## src/logic/wsc_consts.svh

```systemverilog
`ifndef WSC_CONSTS_SVH
`define WSC_CONSTS_SVH

// register offsets on the serial control port
`define WSC_ADDR_INT 7'h06
`define WSC_ADDR_EXT 7'h07
`define WSC_ADDR_PULL 7'h08

// internal wake control fields
`define WSC_INT_T2_BIT 7
`define WSC_INT_T1_BIT 6
`define WSC_INT_DOG_BIT 2
`define WSC_INT_MASK 8'hc4
`define WSC_INT_RST 8'h00

// external wake control fields
`define WSC_EXT_GLOBAL_BIT 7
`define WSC_EXT_MEAS_BIT 5
`define WSC_EXT_IN3_BIT 2
`define WSC_EXT_IN2_BIT 1
`define WSC_EXT_IN1_BIT 0
`define WSC_EXT_MASK 8'ha7
`define WSC_EXT_RST 8'h07
`define WSC_EXT_RESTART_KEEP 8'ha7
`define WSC_EXT_FS_KEEP 8'hb0
`define WSC_EXT_FS_SET 8'h07

// pull control fields, two bits per input from bit 0 upward
`define WSC_PULL_W 2
`define WSC_PULL_MASK 8'h3f
`define WSC_PULL_RST 8'h00

// fail-safe pattern for the bus control register
`define WSC_BUS_FS_VAL 8'h09
`define WSC_BUS_FS_MASK 8'h1f

`endif

```

## src/logic/wsc_pkg.sv

```systemverilog
package wsc_pkg;

  typedef enum logic [1:0] {
    WSC_PULL_NONE = 2'h0,
    WSC_PULL_DOWN = 2'h1,
    WSC_PULL_UP = 2'h2,
    WSC_PULL_AUTO = 2'h3
  } wsc_pull_t;

  typedef struct packed {
    logic wr;
    logic rd;
    logic [6:0] addr;
    logic [7:0] wdata;
  } wsc_req_t;

  typedef struct packed {
    logic t2;
    logic t1;
    logic [2:0] hv;
  } wsc_src_t;

  typedef struct packed {
    logic [2:0] up;
    logic [2:0] down;
    logic [2:0] auto_sw;
  } wsc_pull_ctl_t;

endpackage

```

## src/logic/wsc_regs.sv

```systemverilog
`timescale 1ns/1ps
`include "wsc_consts.svh"
module wsc_regs
  import wsc_pkg::*;
(
  input wire logic clk_i,                 // 40 MHz clock
  input wire logic rst_b_i,               // async reset, active low
  input wire wsc_pkg::wsc_req_t req_i,    // register access request
  input wire logic soft_rst_i,            // soft reset pulse
  input wire logic restart_i,             // restart entry pulse
  input wire logic fail_safe_i,           // fail-safe entry pulse
  input wire logic stop_mode_i,           // device in stop mode
  input wire logic normal_mode_i,         // device in normal mode
  input wire logic dog_load_i,            // hardware update of dog bit
  input wire logic dog_val_i,             // value for that update
  input wire wsc_pkg::wsc_src_t evt_i,    // filtered wake events
  input wire logic [2:0] hv_level_i,      // wake input levels
  input wire logic status_evt_i,          // other status bit set
  output logic [7:0] rdata_o,             // read data
  output logic wake_o,                    // wake request pulse
  output wsc_pkg::wsc_src_t wake_src_o,   // accepted sources
  output logic int_o,                     // interrupt pulse
  output logic meas_en_o,                 // measurement running
  output logic dog_off_o,                 // watchdog switched off
  output wsc_pkg::wsc_pull_ctl_t pull_o,  // pull resistor controls
  output logic [2:0] input_level_status_o, // reported levels
  output logic bus_fs_load_o,             // bus control reload pulse
  output logic [7:0] bus_fs_val_o,        // bus reload value
  output logic [7:0] bus_fs_mask_o        // bus bits to reload
);
  import wsc_pkg::*;

  // ----------------------------------------------------------------
  // registers
  // ----------------------------------------------------------------
  logic [7:0] int_ctrl;
  logic [7:0] ext_ctrl;
  logic [7:0] pull_ctrl;
  logic wr_int;
  logic wr_ext;
  logic wr_pull;

  assign wr_int = req_i.wr && (req_i.addr == `WSC_ADDR_INT);
  assign wr_ext = req_i.wr && (req_i.addr == `WSC_ADDR_EXT);
  assign wr_pull = req_i.wr && (req_i.addr == `WSC_ADDR_PULL);

  always_ff @(posedge clk_i or negedge rst_b_i) begin
    if (!rst_b_i) begin
      int_ctrl <= `WSC_INT_RST;
    end else if (soft_rst_i) begin
      int_ctrl <= `WSC_INT_RST;
    end else if (wr_int) begin
      int_ctrl <= req_i.wdata & `WSC_INT_MASK;
    end else if (dog_load_i) begin
      int_ctrl[`WSC_INT_DOG_BIT] <= dog_val_i;
    end
  end

  // fail-safe outranks soft reset, which outranks restart and writes
  always_ff @(posedge clk_i or negedge rst_b_i) begin
    if (!rst_b_i) begin
      ext_ctrl <= `WSC_EXT_RST;
    end else if (fail_safe_i) begin
      ext_ctrl <= (ext_ctrl & `WSC_EXT_FS_KEEP) | `WSC_EXT_FS_SET;
    end else if (soft_rst_i) begin
      ext_ctrl <= `WSC_EXT_RST;
    end else if (restart_i) begin
      ext_ctrl <= ext_ctrl & `WSC_EXT_RESTART_KEEP;
    end else if (wr_ext) begin
      ext_ctrl <= req_i.wdata & `WSC_EXT_MASK;
    end
  end

  always_ff @(posedge clk_i or negedge rst_b_i) begin
    if (!rst_b_i) begin
      pull_ctrl <= `WSC_PULL_RST;
    end else if (soft_rst_i) begin
      pull_ctrl <= `WSC_PULL_RST;
    end else if (wr_pull) begin
      pull_ctrl <= req_i.wdata & `WSC_PULL_MASK;
    end
  end

  // ----------------------------------------------------------------
  // read port, one cycle latency, unmapped reads zero
  // ----------------------------------------------------------------
  always_ff @(posedge clk_i or negedge rst_b_i) begin
    if (!rst_b_i) begin
      rdata_o <= 8'h00;
    end else if (req_i.rd) begin
      case (req_i.addr)
        `WSC_ADDR_INT: rdata_o <= int_ctrl & `WSC_INT_MASK;
        `WSC_ADDR_EXT: rdata_o <= ext_ctrl & `WSC_EXT_MASK;
        `WSC_ADDR_PULL: rdata_o <= pull_ctrl & `WSC_PULL_MASK;
        default: rdata_o <= 8'h00;
      endcase
    end
  end

  // ----------------------------------------------------------------
  // wake gating
  // ----------------------------------------------------------------
  logic meas;
  logic [2:0] hv_allow;
  logic [1:0] t_allow;
  logic wake_any;

  assign meas = ext_ctrl[`WSC_EXT_MEAS_BIT];
  assign hv_allow[0] = ext_ctrl[`WSC_EXT_IN1_BIT] & ~meas;
  assign hv_allow[1] = ext_ctrl[`WSC_EXT_IN2_BIT] & ~meas;
  assign hv_allow[2] = ext_ctrl[`WSC_EXT_IN3_BIT];
  assign t_allow[0] = int_ctrl[`WSC_INT_T1_BIT];
  assign t_allow[1] = int_ctrl[`WSC_INT_T2_BIT];
  assign wake_any = |({evt_i.t2, evt_i.t1} & t_allow)
                  | |(evt_i.hv & hv_allow);

  logic [2:0] hv_acc;
  genvar gi;
  generate
    for (gi = 0; gi < 3; gi++) begin : g_in
      wsc_wake_input u_in (
        .clk_i(clk_i),
        .rst_b_i(rst_b_i),
        .evt_i(evt_i.hv[gi]),
        .allow_i(hv_allow[gi]),
        .pull_i(wsc_pull_t'(pull_ctrl[gi*`WSC_PULL_W +: `WSC_PULL_W])),
        .level_i(hv_level_i[gi]),
        .level_hide_i(meas && (gi < 2)),
        .accept_o(hv_acc[gi]),
        .up_o(pull_o.up[gi]),
        .down_o(pull_o.down[gi]),
        .auto_o(pull_o.auto_sw[gi]),
        .level_o(input_level_status_o[gi])
      );
    end
  endgenerate

  logic t1_acc;
  logic t2_acc;
  always_ff @(posedge clk_i or negedge rst_b_i) begin
    if (!rst_b_i) begin
      t1_acc <= 1'b0;
      t2_acc <= 1'b0;
      wake_o <= 1'b0;
    end else begin
      t1_acc <= evt_i.t1 & t_allow[0];
      t2_acc <= evt_i.t2 & t_allow[1];
      wake_o <= wake_any;
    end
  end
  assign wake_src_o = '{t2: t2_acc, t1: t1_acc, hv: hv_acc};

  // ----------------------------------------------------------------
  // interrupt, mode outputs, fail-safe bus reload
  // ----------------------------------------------------------------
  always_ff @(posedge clk_i or negedge rst_b_i) begin
    if (!rst_b_i) begin
      int_o <= 1'b0;
    end else begin
      int_o <= wake_any
             | (ext_ctrl[`WSC_EXT_GLOBAL_BIT] & status_evt_i);
    end
  end

  always_ff @(posedge clk_i or negedge rst_b_i) begin
    if (!rst_b_i) begin
      meas_en_o <= 1'b0;
      dog_off_o <= 1'b0;
    end else begin
      meas_en_o <= meas & normal_mode_i;
      dog_off_o <= stop_mode_i & int_ctrl[`WSC_INT_DOG_BIT];
    end
  end

  // bus wake capability lives in the bus control register outside
  always_ff @(posedge clk_i or negedge rst_b_i) begin
    if (!rst_b_i) begin
      bus_fs_load_o <= 1'b0;
      bus_fs_val_o <= 8'h00;
      bus_fs_mask_o <= 8'h00;
    end else begin
      bus_fs_load_o <= fail_safe_i;
      bus_fs_val_o <= `WSC_BUS_FS_VAL;
      bus_fs_mask_o <= `WSC_BUS_FS_MASK;
    end
  end
endmodule

```

## src/logic/wsc_wake_input.sv

```systemverilog
`timescale 1ns/1ps
module wsc_wake_input
  import wsc_pkg::*;
(
  input wire logic clk_i,               // system clock
  input wire logic rst_b_i,             // async reset, active low
  input wire logic evt_i,               // filtered wake event
  input wire logic allow_i,             // input may wake now
  input wire wsc_pkg::wsc_pull_t pull_i, // pull field
  input wire logic level_i,             // input level
  input wire logic level_hide_i,        // report level as zero
  output logic accept_o,                // accepted wake pulse
  output logic up_o,                    // pull-up enable
  output logic down_o,                  // pull-down enable
  output logic auto_o,                  // automatic pull switching
  output logic level_o                  // reported level
);
  import wsc_pkg::*;

  always_ff @(posedge clk_i or negedge rst_b_i) begin
    if (!rst_b_i) begin
      accept_o <= 1'b0;
    end else begin
      accept_o <= evt_i & allow_i;
    end
  end

  always_ff @(posedge clk_i or negedge rst_b_i) begin
    if (!rst_b_i) begin
      up_o <= 1'b0;
      down_o <= 1'b0;
      auto_o <= 1'b0;
    end else begin
      up_o <= (pull_i == WSC_PULL_UP);
      down_o <= (pull_i == WSC_PULL_DOWN);
      auto_o <= (pull_i == WSC_PULL_AUTO);
    end
  end

  always_ff @(posedge clk_i or negedge rst_b_i) begin
    if (!rst_b_i) begin
      level_o <= 1'b0;
    end else begin
      level_o <= level_i & ~level_hide_i;
    end
  end

endmodule

```

## config.mk

```make
export PLATFORM = sky130hd
export DESIGN_NAME = wsc_regs
export DESIGN_NICKNAME = d
export VERILOG_FILES = /design/src/logic/wsc_pkg.sv /design/src/logic/wsc_regs.sv /design/src/logic/wsc_wake_input.sv
export VERILOG_INCLUDE_DIRS = /design/src /design/src/logic
export SDC_FILE = /design/constraint.sdc
export NUM_CORES = 1
export LEC_CHECK = 0
export CORE_MARGIN = 2
export CORE_UTILIZATION = 30
export CTS_BUF_LIST = sky130_fd_sc_hd__clkbuf_16
export CTS_CLUSTER_SIZE = 14
export DETAILED_ROUTE_END_ITERATION = 16
export DONT_BUFFER_PORTS = 1
export GPL_TIMING_DRIVEN = 0
export SETUP_SLACK_MARGIN = 0.15
export SLEW_MARGIN = 10
export SYNTH_ARGS = -nofsm -noshare
export SYNTH_HDL_FRONTEND = slang
export SYNTH_SLANG_ARGS = --single-unit
```

## constraint.sdc

```tcl
create_clock -name clk_i -period 2 [get_ports clk_i]
set_input_delay 0.4 -clock clk_i [delete_from_list [all_inputs] [get_ports clk_i]]
set_output_delay 0.4 -clock clk_i [all_outputs]
set_load 0.02 [all_outputs]
```

; Word level (Yosys, flattened, before mapping)
; Index checks and enable logic that the tools add are counted.
; W data, S select, Z words.
[classes]
n_addsub = 0
multipliers = 0
n_div = 0
order_cmp = 0
n_eq_ne = 14
shifts = 0
muxes = 12
n_bitwise = 18
reduce_logical = 12
[op_table]
columns = op, count
row1 = $mux W8, 4
row2 = $pmux W8 S3, 1
row3 = $eq A7 B3 Y1 const B, 2
row4 = $and A1 B1 Y1, 12
row5 = $eq A2 B2 Y1 const B, 6
row6 = $mux W6, 2
row7 = $eq A7 B4 Y1 const B, 1
row8 = $eq A2 B1 Y1 const B, 3
row9 = $reduce_bool A2 Y1, 3
row10 = $reduce_bool A3 Y1, 2
row11 = $mux W5, 1
row12 = $and A3 B3 Y3, 1
row13 = $logic_and A1 B1 Y1, 3
row14 = $mux W3, 1
row15 = $ne A3 B2 Y1 const B, 1
row16 = $reduce_and A3 Y1, 1
row17 = $reduce_or A3 Y1, 1
row18 = $and A2 B2 Y2, 1
row19 = $mux W1, 2
row20 = $mux W2, 1
row21 = $ne A2 B2 Y1 const B, 1
row22 = $not A1 Y1, 2
row23 = $or A1 B1 Y1, 2
row24 = $reduce_and A2 Y1, 1
row25 = $reduce_or A2 Y1, 1
[word_totals]
regBits = 51
latchBits = 0
ram_bits = 0
rom_bits = 0
inputBits = 35
output_inout_bits = 46
wordCells = 86
mem_count = 0

; Longest topological paths before layout
[depth]
word_depth = 6
depth_mapped = 6
depth_no_buf = 4

; By module
; Synthesis repeated with hierarchy kept, for this count alone.
[unflattened]
hier_cells = 164
area_unflattened_um2 = 1943.1
[by_module_without_submodules]
columns = module, n_inst, cells_each, area_per_inst_um2, seq_area_each_um2
row1 = wsc_regs, 1, 134, 1462.7, 754.5
row2 = wsc_wake_input, 3, 10, 160.2, 125.1

; Least setup slack after synthesis
; OpenSTA, ideal clock, no wires.
[synth_path]
path_type = input -> register
startpoint = in req_i[11] in the netlist's numbering
endpoint = reg ext_ctrl[5]
setup_time_ns = 0.122
t_arrival_ns = 1.249
t_required_ns = 1.878
setup_slack_ns = 0.630
stages = 6
path_buffers = 2
cell_sequence = and3b_1 -> buf_4 -> and3_1 -> buf_4 -> o21bai_2 -> a32o_1
[synth_between]
elab_chain_len = 4
[synth_rtl]
columns = item, line_no
row1 = from (decl), wsc_regs.sv:8  ; input wire wsc_pkg::wsc_req_t req_i,
row2 = $eq A7 B3 Y1, n/a
row3 = $logic_and A1 B1 Y1, wsc_regs.sv:44  ; assign wr_ext = req_i.wr && (req_i.addr == `WSC_ADDR_EXT);
row4 = $reduce_bool A2 Y1 (no source line), n/a
row5 = $reduce_and A3 Y1 (no source line), n/a
row6 = to (signal assigned), wsc_regs.sv:62  ; ext_ctrl <= `WSC_EXT_RST;
row7 = to (signal assigned), wsc_regs.sv:64  ; ext_ctrl <= (ext_ctrl & `WSC_EXT_FS_KEEP) | `WSC_EXT_FS_SET;
row8 = to (signal assigned), wsc_regs.sv:66  ; ext_ctrl <= `WSC_EXT_RST;
row9 = to (decl), wsc_regs.sv:37  ; logic [7:0] ext_ctrl;
; No other way between the ends.
; A chain may end at the register's enable or synchronous reset.

==> summary.txt <==
outcome: finished clean
fmax: 0.6989 GHz
Setup CP Type: reg -> out
CP Buf/Inv Count: 1
GR Overflow Total: 0
vias in the first global route: 1196
crit path max-delay cell type: dfrtp_1
CTS buffer count: 5
Hold Fails Final Rpt: 0
Area Overhead vs Synth: 14.92%
final setup TNS: 0 ns
dpl cell area: 2156 um2
RSZ-0062 raised after global routing: false
# diodes: 0
Vias: 1190
Tot GR Track Use: 11.85%
Die Ht: 86.25 um
post_cts resized: 0
Tot Pwr: 1843 uW
clock buffer depth: 2
fin crit share: 71.54%
IO buf count: 0
GPL Wtd Cong: 0.7668
EDFF count, synth: 0
total core area: 6459 um2
Yosys reg bits: 45
first-pass GRT wire length: 6603 um
synth unique cells: 39
clk root buf: clkbuf_16
Via density: 4.440
Synth warnings: 0
Max Slew Vio Count: 0
WP data required: 1.60 ns
Final setup viols: 0
Mapped Area: 2029 um2
violation count after the first detailed-route iteration: 46
I/O pins: 81
crit-path max FO: 7
Critical Path Sink Type: output port
post-detail-place hpwl: 3028 um
CTS HTree Levels: 2
Critical Path Source Type: flip-flop
sequential fraction of the synthesis area: 55.67%
Cells after Synth: 173
CTS tree: yes
Total Wirelength: 4112 um
drt pass-1 iters: 4
antenna violations before repair: 0
CP delay by family, top: flip-flops
Placement Setup Slack: 0.5275 ns
commonest non-fill, non-tap cell in the layout: dfrtp_1
crit path DAT: 1.03 ns
Row Count: 29
die width: 86.25 um
fin area: 2332 um2
max incr delay on CP: 0.54 ns
Leak: 0.001148 uW
syn avg cell area: 11.73 um2
Worst Slack Setup Final: 0.5691 ns
Pwr Density: 790.1 nW/um2
maximum VDD drop: 0.3201 mV
Layout Skew: 0.004766 ns
Final min period: 1.431 ns
routed wire length per instance: 15.34 um
max_cap viols: 0
worst skew pair latency: 0.28 ns
Initial Util: 31.42%
CTS clk-pin slew, worst paths: 0.06 ns
worst rel slew slack: 62.36%
layout cell share with drive strength beyond 1: 29.84%
DRC viols: 0
CTS sink cnt: 45
Total Nets Final: 225
ys flop type: dfrtp_1
Worst Hold Class: in -> reg
worst path cell trace: buf_4
Final ANT Viol Nets: 0
largest net degree at the start of global routing: 46
slew at the pin with the worst max-slew slack: 0.5646 ns
internal reg-to-reg setup slack: 0.58 ns
die area: 7439 um2
Post-synth ARST share: 100.0%
commonest cells after routing, fill and taps aside: 42 x dfrtp_1, 34 x buf_4, 12 x nor2_1, 12 x mux2i_1, 10 x conb_1
WHS: 0.1439 ns
==> metal layers <==
| metal | track usage, % | vias to the layer above | wire [um] |
|---|---|---|---|
| li1 | - | 577 | - |
| met5 | 0 | - | 0 |
| met2 | 17.27 | 56 | 1866 |
| met1 | 16.38 | 551 | 1822 |
| met3 | 4.667 | 6 | 372 |
| met4 | 3.409 | 0 | 51 |
==> state kept, by name, summed over array words and instances, names as in the netlist, 3 cells and up <==
register and cells:
g_in.u_in.accept_o 3, g_in.u_in.level_o 3, ext_ctrl 5, pull_ctrl 6, rdata_o 8, g_in.u_in.auto_o 3
int_ctrl 3, g_in.u_in.down_o 3, g_in.u_in.up_o 3
==> through the flow <==
stage	utilization, %	instances
2_1_floorplan	-	181
3_3_place_gp	33.38	258
3_5_place_dp	33.38	258
4_1_cts	36.11	268
5_1_grt	36.11	268
6_report	36.11	268
==> worst paths after layout <==
check                                startpoint              endpoint  depth (start not counted)
worst max-delay path            bus_fs_val_o[0]      bus_fs_mask_o[3]                          1
worst min-delay path                fail_safe_i         bus_fs_load_o                          0
worst max register to register      int_ctrl[6]                 int_o                          3
worst min register to register     pull_ctrl[4]     g_in[2].u_in.up_o                          1
max in group asynchronous               rst_b_i           ext_ctrl[2]                          2
min in group asynchronous               rst_b_i  g_in[0].u_in.level_o                          2
==> synth_stat cells, types with 2 or more instances <==
cell	number	share of area, %
a22oi_1	3	1.1
a32o_1	2	0.99
and2_1	7	2.2
buf_4	34	13
clkbuf_1	2	0.37
conb_1	2	0.37
dfrtp_1	42	52
dfstp_2	3	3.9
inv_1	8	1.5
mux2i_1	12	5.9
nand2_1	5	0.92
nand3_1	2	0.49
nand4_1	2	0.62
nor2_1	12	2.2
nor2b_1	8	2.5
o21ai_0	2	0.49
o21ai_1	2	0.49
o22ai_1	4	1.2
==> power by group <==
part           internal, uW  switching (uW)  leakage, uW
logic                  50.6            77.4     0.000483
clock network           454             326    0.0000748
registers               923            12.0     0.000590
total                  1430             415      0.00115
==> repair_timing <==
action / in CTS / in global routing
endpoints found under the hold margin: 45 / 0
hold buffers: 2 / 0
setup endpoints to repair: 0 / 0
setup buffers: 0 / 0
==> logic make-up after synthesis <==
group | share of synthesized area (%)
buf+inv | 14.43
simple gates | 15.54
flops | 55.67
other cells | 0.3701
mux | 6.474
compound gates | 7.521
==> area by class of cell <==
class,instances,area [um2]
fill,662,4126
sequential,45,1130
multi-input combinational,92,636.9
buffer,36,262.8
clock buffer,5,125.1
tap,77,96.34
timing repair buffer,2,37.54
inverter,8,30.03
clock inverter,3,13.76
No activity file was read; power rests on OpenSTA's default activity.
